File: src/rtl/efc_defs.svh
`ifndef EFC_DEFS_SVH
`define EFC_DEFS_SVH
// position, speed, deviation, summary and sensor widths
`define EFC_POS_W        40
`define EFC_SPD_W        16
`define EFC_DEV_W        24
`define EFC_SUM_W        8
`define EFC_SENS_W       16
// reset values
`define EFC_POS_RST      40'h00_0000_0000
`define EFC_DEV_RST      24'h00_0000
// free-running package spacing: 11.52 us at 4 ns period
`define EFC_FREE_PKG_NS  11520
`define EFC_CLK_NS       4
`define EFC_FREE_PKG_CYC (`EFC_FREE_PKG_NS / `EFC_CLK_NS)
`endif

File: src/rtl/efc_pkg.sv
package efc_pkg;
    // fast channel contents of one package
    typedef struct packed {
        logic [39:0] pos;
        logic [15:0] spd;
    } efc_fast_t;
    // safe channel contents of one package
    typedef struct packed {
        logic [39:0] pos;
        logic [7:0]  summary;
    } efc_safe_t;
    // parameter message kinds
    typedef enum logic [1:0] {
        EFC_MSG_SHORT = 2'h1,
        EFC_MSG_LONG  = 2'h2
    } efc_msg_kind_t;
    // one-hot message slot state
    typedef enum logic [1:0] {
        EFC_SLOT_IDLE = 2'h1,
        EFC_SLOT_BUSY = 2'h2
    } efc_slot_t;
endpackage

File: src/rtl/efc_msg_slot.sv
`timescale 1ns/1ps
// ----------------------------------------
// one outstanding transaction slot
// ----------------------------------------
module efc_msg_slot (
    input  wire logic clk_sys_in,
    input  wire logic rst_in,
    input  wire logic ce_in,
    input  wire logic req_in,
    input  wire logic done_in,
    output logic      busy_out,
    output logic      issue_out
);
    efc_pkg::efc_slot_t state_q;  // slot state
    efc_pkg::efc_slot_t state_d;  // next state

    // ----------------------------------------
    // next state
    // ----------------------------------------
    // no timeout: a long reply may take arbitrarily long
    always_comb begin
        state_d   = state_q;
        issue_out = 1'b0;
        case (state_q)
            efc_pkg::EFC_SLOT_IDLE: begin
                if (ce_in && req_in) begin
                    issue_out = 1'b1;
                    state_d   = efc_pkg::EFC_SLOT_BUSY;
                end
            end
            efc_pkg::EFC_SLOT_BUSY: begin
                if (ce_in && done_in) begin
                    state_d = efc_pkg::EFC_SLOT_IDLE;
                end
            end
            default: state_d = efc_pkg::EFC_SLOT_IDLE;
        endcase
    end

    // ----------------------------------------
    // state register
    // ----------------------------------------
    always_ff @(posedge clk_sys_in or posedge rst_in) begin
        if (rst_in) begin
            state_q <= efc_pkg::EFC_SLOT_IDLE;
        end else begin
            state_q <= state_d;
        end
    end

    assign busy_out = (state_q == efc_pkg::EFC_SLOT_BUSY);
endmodule // efc_msg_slot

File: src/rtl/efc_channel_logic.sv
`timescale 1ns/1ps
`include "efc_defs.svh"
module efc_channel_logic #(
    parameter int POS_W    = `EFC_POS_W,
    parameter int SPD_W    = `EFC_SPD_W,
    parameter int DEV_W    = `EFC_DEV_W,
    parameter int FREE_CYC = `EFC_FREE_PKG_CYC
) (
    input  wire logic               clk_sys_in,
    input  wire logic               rst_in,
    input  wire logic               ce_in,
    // application side
    input  wire logic               sync_mode_in,      // 1 sync, 0 free running
    input  wire logic               cycle_sync_in,     // inverter cycle pulse
    input  wire logic [SPD_W-1:0]   max_speed_in,      // limits set by application
    input  wire logic [SPD_W-1:0]   max_accel_in,
    input  wire logic [DEV_W-1:0]   pos_tolerance_in,  // allowed safe/fast gap
    // link side, one pulse per package
    output logic                    pos_req_out,       // sample request to link
    input  wire logic               pkg_valid_in,
    input  wire logic               pkg_crc_ok_in,
    input  wire efc_pkg::efc_fast_t fast_in,
    input  wire logic               safe_valid_in,
    input  wire efc_pkg::efc_safe_t safe_in,
    input  wire logic [15:0]        sens_in,
    // parameter channel
    input  wire logic               short_req_in,
    input  wire logic               short_done_in,
    input  wire logic               long_req_in,
    input  wire logic               long_done_in,
    output logic                    short_busy_out,
    output logic                    short_issue_out,
    output logic                    long_busy_out,
    output logic                    long_issue_out,
    // results
    output efc_pkg::efc_fast_t      fast_out,
    output logic                    fast_valid_out,
    output logic                    pos_estimated_out,
    output logic [DEV_W-1:0]        pos_deviation_out,
    output logic                    pos_mismatch_out,
    output efc_pkg::efc_safe_t      safe_out,
    output logic                    sens_valid_out,
    output logic [15:0]             sens_out,
    output logic                    sens_err_out
);
    // ----------------------------------------
    // package request pacing
    // ----------------------------------------
    logic [15:0] free_cnt_q;  // free-running spacing counter
    logic [15:0] free_cnt_d;
    logic        req_now;     // request this cycle

    // sync mode follows the cycle pulse; free mode paces itself
    always_comb begin
        free_cnt_d = free_cnt_q;
        req_now    = 1'b0;
        if (sync_mode_in) begin
            req_now    = cycle_sync_in;
            free_cnt_d = 16'h0000;
        end else if (free_cnt_q == 16'(FREE_CYC - 1)) begin
            req_now    = 1'b1;
            free_cnt_d = 16'h0000;
        end else begin
            free_cnt_d = free_cnt_q + 16'h0001;
        end
    end

    always_ff @(posedge clk_sys_in or posedge rst_in) begin
        if (rst_in) begin
            free_cnt_q <= 16'h0000;
        end else if (ce_in) begin
            free_cnt_q <= free_cnt_d;
        end
    end

    assign pos_req_out = ce_in && req_now;

    // ----------------------------------------
    // safe channel history
    // ----------------------------------------
    logic [POS_W-1:0] safe0_q;  // newest safe position
    logic [POS_W-1:0] safe1_q;  // previous safe position
    logic [1:0]       hist_q;   // number of safe samples seen, saturating at 2
    efc_pkg::efc_safe_t safe_q;
    logic [POS_W-1:0] safe0_d;
    logic [POS_W-1:0] safe1_d;
    logic [1:0]       hist_d;
    efc_pkg::efc_safe_t safe_d;

    // taken whenever it arrives, never tied to sync
    always_comb begin
        safe0_d = safe0_q;
        safe1_d = safe1_q;
        hist_d  = hist_q;
        safe_d  = safe_q;
        if (safe_valid_in) begin
            safe1_d = safe0_q;
            safe0_d = safe_in.pos;
            safe_d  = safe_in;
            if (hist_q != 2'h2) begin
                hist_d = hist_q + 2'h1;
            end
        end
    end

    always_ff @(posedge clk_sys_in or posedge rst_in) begin
        if (rst_in) begin
            safe0_q <= `EFC_POS_RST;
            safe1_q <= `EFC_POS_RST;
            hist_q  <= 2'h0;
            safe_q  <= '0;
        end else if (ce_in) begin
            safe0_q <= safe0_d;
            safe1_q <= safe1_d;
            hist_q  <= hist_d;
            safe_q  <= safe_d;
        end
    end

    // second safe channel carries a copy; standard build drops it
    assign safe_out = safe_q;

    // ----------------------------------------
    // fast position, estimate and check
    // ----------------------------------------
    logic [POS_W-1:0] est_pos;    // linear extrapolation
    logic [POS_W-1:0] gap;        // |safe - fast|
    logic             mismatch;
    logic             use_est;
    efc_pkg::efc_fast_t fast_q;
    efc_pkg::efc_fast_t fast_d;
    logic             fvalid_q;
    logic             fvalid_d;
    logic             est_q;
    logic             est_d;
    logic             mis_q;
    logic             mis_d;
    logic [DEV_W-1:0] dev_q;
    logic [DEV_W-1:0] dev_d;

    // estimate error grows with the acceleration limit; speed limit adds margin
    always_comb begin
        est_pos  = safe0_q + (safe0_q - safe1_q);
        gap      = (safe0_q > fast_in.pos) ? safe0_q - fast_in.pos : fast_in.pos - safe0_q;
        mismatch = safe_valid_in && pkg_crc_ok_in && (hist_q != 2'h0)
                   && (gap > POS_W'(pos_tolerance_in));
        use_est  = !pkg_crc_ok_in || mismatch;
        fast_d   = fast_q;
        fvalid_d = 1'b0;
        est_d    = est_q;
        mis_d    = mis_q;
        dev_d    = dev_q;
        if (pkg_valid_in) begin
            fvalid_d = 1'b1;
            mis_d    = mismatch;
            est_d    = use_est;
            if (use_est) begin
                fast_d.pos = est_pos;
                fast_d.spd = max_speed_in;
                dev_d      = DEV_W'(max_accel_in) + DEV_W'(max_speed_in);
            end else begin
                fast_d = fast_in;
                dev_d  = `EFC_DEV_RST;
            end
        end
    end

    always_ff @(posedge clk_sys_in or posedge rst_in) begin
        if (rst_in) begin
            fast_q   <= '0;
            fvalid_q <= 1'b0;
            est_q    <= 1'b0;
            mis_q    <= 1'b0;
            dev_q    <= `EFC_DEV_RST;
        end else if (ce_in) begin
            fast_q   <= fast_d;
            fvalid_q <= fvalid_d;
            est_q    <= est_d;
            mis_q    <= mis_d;
            dev_q    <= dev_d;
        end
    end

    assign fast_out          = fast_q;
    assign fast_valid_out    = fvalid_q;
    assign pos_estimated_out = est_q;
    assign pos_deviation_out = dev_q;
    assign pos_mismatch_out  = mis_q;

    // ----------------------------------------
    // sensor extension channel
    // ----------------------------------------
    logic [15:0] sens_q;
    logic [15:0] sens_d;
    logic        svalid_q;
    logic        svalid_d;
    logic        serr_q;
    logic        serr_d;

    // only transfer quality is judged, content passes untouched
    always_comb begin
        sens_d   = sens_q;
        svalid_d = pkg_valid_in;
        serr_d   = serr_q;
        if (pkg_valid_in) begin
            sens_d = sens_in;
            serr_d = !pkg_crc_ok_in;
        end
    end

    always_ff @(posedge clk_sys_in or posedge rst_in) begin
        if (rst_in) begin
            sens_q   <= 16'h0000;
            svalid_q <= 1'b0;
            serr_q   <= 1'b0;
        end else if (ce_in) begin
            sens_q   <= sens_d;
            svalid_q <= svalid_d;
            serr_q   <= serr_d;
        end
    end

    assign sens_out       = sens_q;
    assign sens_valid_out = svalid_q;
    assign sens_err_out   = serr_q;

    // ----------------------------------------
    // parameter channel slots
    // ----------------------------------------
    efc_msg_slot u_short (
        .clk_sys_in (clk_sys_in),
        .rst_in     (rst_in),
        .ce_in      (ce_in),
        .req_in     (short_req_in),
        .done_in    (short_done_in),
        .busy_out   (short_busy_out),
        .issue_out  (short_issue_out)
    );
    efc_msg_slot u_long (
        .clk_sys_in (clk_sys_in),
        .rst_in     (rst_in),
        .ce_in      (ce_in),
        .req_in     (long_req_in),
        .done_in    (long_done_in),
        .busy_out   (long_busy_out),
        .issue_out  (long_issue_out)
    );
endmodule // efc_channel_logic

File: config.mk
export PLATFORM = sky130hd
export DESIGN_NAME = efc_channel_logic
export DESIGN_NICKNAME = d
export VERILOG_FILES = /design/src/rtl/efc_pkg.sv /design/src/rtl/efc_msg_slot.sv /design/src/rtl/efc_channel_logic.sv
export VERILOG_INCLUDE_DIRS = /design/src /design/src/rtl
export SDC_FILE = /design/constraint.sdc
export NUM_CORES = 1
export LEC_CHECK = 0
export ABC_AREA = 1
export ABC_CLOCK_PERIOD_IN_PS = 7600
export BUFFER_PORTS_ARGS = -buffer_cell sky130_fd_sc_hd__buf_4
export CAP_MARGIN = 40
export CORE_UTILIZATION = 25
export DETAILED_ROUTE_END_ITERATION = 10
export PLACE_DENSITY = 0.53
export SYNTH_ARGS = -nofsm -noshare
export SYNTH_HDL_FRONTEND = slang
export SYNTH_SLANG_ARGS = --single-unit
File: constraint.sdc
create_clock -name clk_sys_in -period 7.6 [get_ports clk_sys_in]
set_input_delay 0 -clock clk_sys_in [delete_from_list [all_inputs] [get_ports clk_sys_in]]
set_output_delay 0 -clock clk_sys_in [all_outputs]
set_load 0.005 [all_outputs]
# Word-level counts from Yosys, hierarchy flattened
# Index checks and enable logic that the tools add are counted.
[op_classes]
n_addsub = 7
order_cmp = 2
eq_ne = 10
n_mux = 18
reduce_logical = 16
[op_table]
columns = ["cell", "count"]
rows = [
  ["subtractor 40 bit", 3],
  ["2-to-1 mux 56 bit", 1],
  ["adder 40 bit", 1],
  ["> comparator 40 x 24 -> 1 bit", 1],
  ["> comparator 40 bit", 1],
  ["2-to-1 mux 40 bit", 1],
  ["2-to-1 mux 16 bit", 2],
  ["adder 16 x 16 -> 17 bit", 1],
  ["2-to-1 mux 17 bit", 1],
  ["adder 16 x 1 -> 16 bit (second input constant)", 1],
  ["== test 16 x 12 -> 1 bit (second input constant)", 1],
  ["logical AND 1 bit", 8],
  ["2-to-1 mux 2 bit", 4],
  ["!= test 2 x 1 -> 1 bit (second input constant)", 4],
  ["one-hot mux 2 bit (2 select lines)", 2],
  ["AND reduction 2 bit", 4],
  ["2-to-1 mux 1 bit", 7],
  ["== test 2 x 1 -> 1 bit (second input constant)", 2],
  ["== test 2 bit (second input constant)", 2],
  ["AND reduction 3 bit", 1],
  ["adder 2 x 1 -> 2 bit (second input constant)", 1],
  ["!= test 2 bit (second input constant)", 1],
  ["nonzero test 2 bit", 1],
  ["logical NOT 1 bit", 1],
  ["logical OR 1 bit", 1],
]
[totals]
reg_bits = 211
output_inout_bits = 154

# Longest topological paths before layout
# Gate-level depths: netlist of the first run.
[logic_depth]
ltp_word = 6
ltp_mapped = 39
ltp_nobuf = 36

# Hierarchy
# A second synthesis of the first run with hierarchy kept.
[unflattened]
cells_unflattened = 2881
area_unflattened_um2 = 18251.3
[by_module_without_submodules]
columns = ["module", "n_inst", "cells_per_inst", "area_per_inst_um2", "seq_area_each_um2"]
rows = [
  ["efc_channel_logic", 1, 2849, 18013.5, 4979.8],
  ["efc_msg_slot", 2, 16, 118.9, 51.3],
]

# Least setup slack after synthesis of the first run
# OpenSTA, ideal clock, no wires.
[synth_path]
path_kind = "reg-to-reg"
start = "register, netlist name safe_out[8]"
end = "register fast_q (netlist bit fast_out[30])"
setup_ns = 0.118
t_arrival_ns = 4.802
required_ns = 7.482
slack_ns = 2.680
path_stages_with_launch = 37
period_less_slack_ns = 4.920
cell_sequence = "dfrtp_1 -> inv_1 -> ha_1 -> inv_1 -> fa_1 -> nand3_1 -> nand3_1 -> nand2_1 -> nand2_1 -> nand2_1 -> nand3_2 -> nand2_2 -> nand2_4 -> nand2_4 -> clkbuf_1 -> clkbuf_1 -> nor2_1 -> o32ai_1 -> xnor2_1 -> inv_1 -> ha_1 -> nand2_1 -> inv_1 -> nand3_1 -> nor2_1 -> nor4b_1 -> nand4_1 -> nand2_1 -> nand2_1 -> nor2_1 -> nand3_1 -> o21bai_2 -> buf_4 -> buf_4 -> nand3_1 -> nand3_1 -> nand2_1"
[synth_lines]
columns = ["element", "line", "text"]
rows = [
  ["to (signal assigned)", "efc_channel_logic.sv:176", "fast_q <= fast_d;"],
  ["to (decl)", "efc_channel_logic.sv:130", "efc_pkg::efc_fast_t fast_q;"],
]

==> run metrics, run 1 <==
HP Start pkg_valid_in; post-route antenna net violation count 0; element type at the critical path end register; Comb pwr share 0.497; Setup CP Type reg -> reg; die width 272 µm; Seq cells post-synth 203; FFs w/ async S/R, synth 1.00; Slew Viols, Final 0; clk_lat worst skew 570 ps; most frequent cells in the layout 1,016 x nand2_1, 502 x inv_1, 343 x buf_4, 214 x nand3_1, 201 x dfrtp_1; Worst EP arrival 7300 ps; initial antenna violation count 0; Clk Tree Root Cell clkbuf_16; share of cells above drive strength 1 0.125; clock buffer depth 3; Fill cells 7,997; drt first pass iters 5; crit share post-route 0.893; num ports 342; Post-Syn Area per Cell 6.30 µm²; internal power 3.07 mW; post-DP HPWL 65,300 µm; max incr delay on CP 600 ps; GRT Util Overall 0.210; CP startpoint kind register; Syn Inst Count 2,897; Worst-path clk slew 60 ps; Setup Viol. Count Final 0; 1st-iter DRT viols 1,698; Worst Skew 40.8 ps; EDFF count, synth 0; Placer Congestion 0.979; first-pass GRT wire length 119,000 µm; Worst-Margin Slew 855 ps; register area share after synthesis 0.278; Synth cell types 51; CTS tree done; Slowest cell on crit path dlygate4sd3_1; Hold Crit Class in -> reg; VDD IR-drop max 0.000164 V; DR WL/cell 18.4 µm; setup_tns 0 ps; Worst Reg-to-Reg Cells 36; ys flop type dfrtp_1; hold worst-path end fast_valid_out; Period minus WS final 6790 ps; CP max FO 37; Max Fclk 0.147 GHz; FF-to-FF setup slack 810 ps; Synth Cell Area 18,300 µm²; Max-Cap Viols 0; routed wire length 79,900 µm; clock buffer count from CTS 25; die footprint 74,100 µm²; Fin. Hold Viols 0; H-tree depth 1; commonest non-fill, non-tap cell in the layout nand2_1; Clock power frac 0.241; placed cells 4,130; Power per Cell Area 222 nW/µm²; largest net degree at the start of global routing 104; Syn. warnings 0; Slew HR 0.430; Die Height 272 µm; status complete, no violations; Switching Fraction 0.430; Final #Nets 3,725; ant diodes 0; TritonCTS sink count 203; Area growth, synth to finish 33.2%; RSZ-0062 raised after global routing false; vias per inst 4.63; Congestion Overflow GR 0; Remaining DRCs 0; sequential fraction of design power 0.263; worst endpoint required time 8110 ps; Leakage 13.2 nW; critical path's most frequent cell nand2_1; Net Switching 2.32 mW; WHS Path Cells 3; Port Buf Inserts 334; total core area 71,900 µm²; Worst R2R Start safe_out[8]; Finished Core Util 0.339; DR vias 20.1k; Finished Layout Cells 4,341; Initial Util 0.254; Critical R2R Capture fast_out[1]; FP Rows 98; number of global-route vias before repair 19.2k
synth_stat cells, types with 4 or more instances:
cell type  number  area, µm²
a21boi_0        6       45.0
a21o_1          5       37.5
a21oi_1       151        756
a31oi_1        12       75.1
buf_1           5       18.8
buf_2           7       35.0
buf_4          11       82.6
buf_6           7       78.8
clkbuf_1       39        146
dfrtp_1       201       5030
fa_1            4       80.1
ha_1          160       2000
inv_1         504       1890
nand2_1      1018       3820
nand2_2         6       37.5
nand3_1       214       1070
nand4_1        18        113
nor2_1        183        687
nor2_2         10       62.6
nor3_1         17       85.1
nor4_1          7       43.8
o211ai_1        5       37.5
o21a_1          5       37.5
o21ai_0       162        811
o21ai_1        10       50.1
o21bai_1        8       60.1
or2_2           4       25.0
xnor2_1        43        377
xor2_1         38        333
power groups by stage:
stage / clock network, mW / registers [mW] / logic (mW)
after global placement: 0 / 1.43 / 2.59
after CTS: 1.33 / 1.41 / 2.66
after global routing: 1.37 / 1.44 / 2.98
after floorplan: 0 / 1.40 / 1.57
after detailed placement: 0 / 1.43 / 2.57
final: 1.30 / 1.42 / 2.68
logic make-up after synthesis:
group / synth area share
buf+inv: 0.124
flops: 0.278
xor+xnor: 0.0388
simple gates: 0.331
mux: 0.00110
compound gates: 0.112
fa+ha+maj: 0.114
other cells: 0.000205
critical path: cells and delay by family (launching register included):
family / cells / cell delay [ps]
and+or+nand+nor: 24 / 3230
buffers and inverters: 6 / 1490
adders and majority gates: 3 / 960
DFF: 1 / 430
AOI/OAI and AO/OA: 2 / 300
xor gates and xnor gates: 1 / 260
cell type report:
type / instances / area [µm²] / share of cell area
Inverter: 509 / 1920 / 0.0790
Sequential cell: 203 / 5080 / 0.209
Clock buffer: 35 / 713 / 0.0293
Multi-Input combinational cell: 2122 / 11000 / 0.451
Timing Repair Buffer: 512 / 4290 / 0.176
Tap cell: 950 / 1190 / 0.0489
Clock inverter: 10 / 168 / 0.00689
how the worst max path moves through the flow:
stage	from	depth (start not counted)	end	slack (ps)
2_1_floorplan	rst_in	1	fast_out[0]	2060
3_3_place_gp	safe_out[8]	31	pos_deviation_out[15]	990
3_5_place_dp	safe_out[8]	31	pos_deviation_out[14]	650
4_1_cts	safe_out[8]	34	fast_out[6]	180
5_1_grt	safe_out[8]	35	fast_out[3]	150
6_report	safe_out[8]	36	fast_out[1]	810
routing by layer:
layer  track usage  up-vias  share of wire
met5             0        -              0
met4        0.0415        0          0.023
met3        0.0266       79          0.065
met2         0.332      698           0.44
met1         0.303     9352           0.47
li1              -     9987              -
sequential cells by signal, indices dropped and copies added (netlist names), 2 cells and up:
signal             flops
sens_out              16
u_short.state_q        2
u_long.state_q         2
pos_deviation_out     17
safe1_q               40
safe_out              48
hist_q                 2
fast_out              56
free_cnt_q            16
through the flow:
step,power [mW],hold WS [ps],instance area [µm²],worst slack (ps)
after CTS,5.41,5.36,24300,175
after global placement,4.02,194,21700,986
after floorplan,2.97,51.3,18300,2060
after global routing,5.78,57.7,24300,153
final,5.39,11.0,24300,814
after detailed placement,4.01,198,21800,653
timing repair:
action                                  CTS  global route
endpoints found under the hold margin   248             0
gates resized for setup                   0             6
hold buffers                            166             0
endpoints found under the setup margin    0            54
buffers inserted                          0             0
Power figures use the tool's default switching activity.
==> inputs of run 2 (changes only) <==
--- a/config.mk
+++ b/config.mk
@@ -10,6 +10,7 @@
 export ABC_CLOCK_PERIOD_IN_PS = 7600
 export BUFFER_PORTS_ARGS = -buffer_cell sky130_fd_sc_hd__buf_4
 export CAP_MARGIN = 40
+export CORE_ASPECT_RATIO = 0.5
 export CORE_UTILIZATION = 25
 export DETAILED_ROUTE_END_ITERATION = 10
 export PLACE_DENSITY = 0.53
==> run 2 against run 1 <==
Clock power is essentially flat. Combinational power about the same. Clock-buffer cell count decreased by 8. Critical path depth shrank 1. Maximum frequency decreased by 3.7%. Die area is essentially flat. Via count down 0.70%. Core utilization up 0.22 points. Hold slack gained 24 ps. Setup slack got worse by 260 ps. Clock skew is 23 ps lower. Sequential power is essentially flat. Critical path type unchanged. Largest cell class unchanged. Largest power group unchanged.
==> run metrics, run 2 (synthesis gave the netlist of run 1 again) <==
status complete, no violations; post-route antenna net violation count 0; Area growth, synth to finish 33.7%; sequential fraction of design power 0.260; Slew HR 0.286; FP Rows 69; internal power 3.07 mW; share of cells above drive strength 1 0.126; Max Fclk 0.142 GHz; Worst Reg-to-Reg Cells 35; TritonCTS sink count 203; CTS tree done; Congestion Overflow GR 0; Worst EP arrival 7550 ps; clk_lat worst skew 570 ps; Final #Nets 3,732; RSZ-0062 raised after global routing false; Hold Crit Class in -> reg; DR vias 20.0k; element type at the critical path end register; Hold Slack 34.8 ps; Period minus WS final 7050 ps; most frequent cells in the layout 1,015 x nand2_1, 502 x inv_1, 344 x buf_4, 214 x nand3_1, 201 x dfrtp_1; Max-Cap Viols 0; Setup CP Type reg -> reg; Worst Setup SP safe_out[8]; Slew Viols, Final 0; post-DP HPWL 63,500 µm; worst endpoint required time 8100 ps; first-pass GRT wire length 117,000 µm; Placer Congestion 0.967; commonest non-fill, non-tap cell in the layout nand2_1; critical path's most frequent cell nand2_1; largest net degree at the start of global routing 102; Die Height 193 µm; die footprint 74,200 µm²; num ports 342; Fin. Hold Viols 0; number of buffers and inverters on the critical path 6; Fill cells 7,844; Worst-path clk slew 60 ps; Net Switching 2.35 mW; Switching Fraction 0.434; Top delay family on crit path simple AND/OR/NAND/NOR gates; Initial Util 0.255; Power per Cell Area 222 nW/µm²; Worst R2R Start safe_out[8]; Port Buf Inserts 334; number of global-route vias before repair 19.4k; routed wire length 78,500 µm; HP Start max_speed_in[11]; Setup Viol. Count Final 0; die width 384 µm; Worst Skew 17.9 ps; drt first pass iters 8; Slowest cell on crit path dlygate4sd3_1; Comb pwr share 0.496; number of flip-flops under the largest register name 56; clock buffer count from CTS 24; total core area 71,700 µm²; CP Depth 35; GRT Util Overall 0.205; H-tree depth 1; crit share post-route 0.928; VDD IR-drop max 0.000146 V; clock buffer depth 3; CP startpoint kind register; vias per inst 4.58; setup_tns 0 ps; CP max FO 22; Clock power frac 0.244; initial antenna violation count 1; max incr delay on CP 580 ps; Leakage 13.2 nW; Remaining DRCs 0; Worst-Margin Slew 1060 ps; Post-CTS Setup Inserts 0; WHS Path Cells 4; Clk Tree Root Cell clkbuf_16; DR WL/cell 18.0 µm; 1st-iter DRT viols 1,357
## run 2: area by class of cell
type	instances	area, µm²	area share
multi-input cells	2122	11000	0.449
flip-flops and latches	203	5080	0.208
repair buffers	520	4370	0.179
inverters	509	1920	0.0787
well taps	958	1200	0.0491
clock buffers	27	642	0.0263
clock inverters	17	244	0.00999
diodes	1	2.50	0.000102
## run 2: layer usage
layer	wire, µm	up-vias	global-route usage	part of all wire
li1	-	10000	-	-
met1	35400	9440	0.271	0.45
met2	38000	430	0.358	0.48
met3	3190	89	0.0205	0.041
met4	1910	0	0.0505	0.024
met5	0	-	0	0
## run 2: tightest hold or removal path, stage by stage
cell	delay [ps]
buf_4	120
ha_1	200
xor2_1	80
o21ai_0	140
## run 2: what timing repair did
item	CTS	global route
hold endpoints to repair	256	0
endpoints found under the setup margin	0	17
gates resized for setup	0	4
hold buffers	172	0
## run 2: power groups by stage
stage          Combinational, mW  Clock [mW]  Sequential (mW)
2_1_floorplan               1.57           0             1.40
3_3_place_gp                2.59           0             1.43
3_5_place_dp                2.59           0             1.43
4_1_cts                     2.68        1.36             1.41
5_1_grt                     2.99        1.39             1.43
6_report                    2.69        1.33             1.41
## run 2: final timing paths
kind / to / slack, ps
setup reg to reg: fast_out[15] / 550
hold reg to reg: fast_out[10] / 480
max in group asynchronous: fast_out[27] / 6040
hold / removal: pos_deviation_out[11] / 30
min in group asynchronous: safe_out[43] / 160
setup / recovery: fast_out[15] / 550
## run 2: through the flow
step	std cells	area [µm²]	utilization	power, mW	setup WS, ps
floorplan	2903	18300	-	2.97	2060
global placement	4138	21800	0.304	4.02	841
detailed placement	4140	21800	0.304	4.02	686
CTS	4356	24400	0.341	5.45	168
global route	4357	24400	0.341	5.81	124
finish	4357	24400	0.341	5.42	550
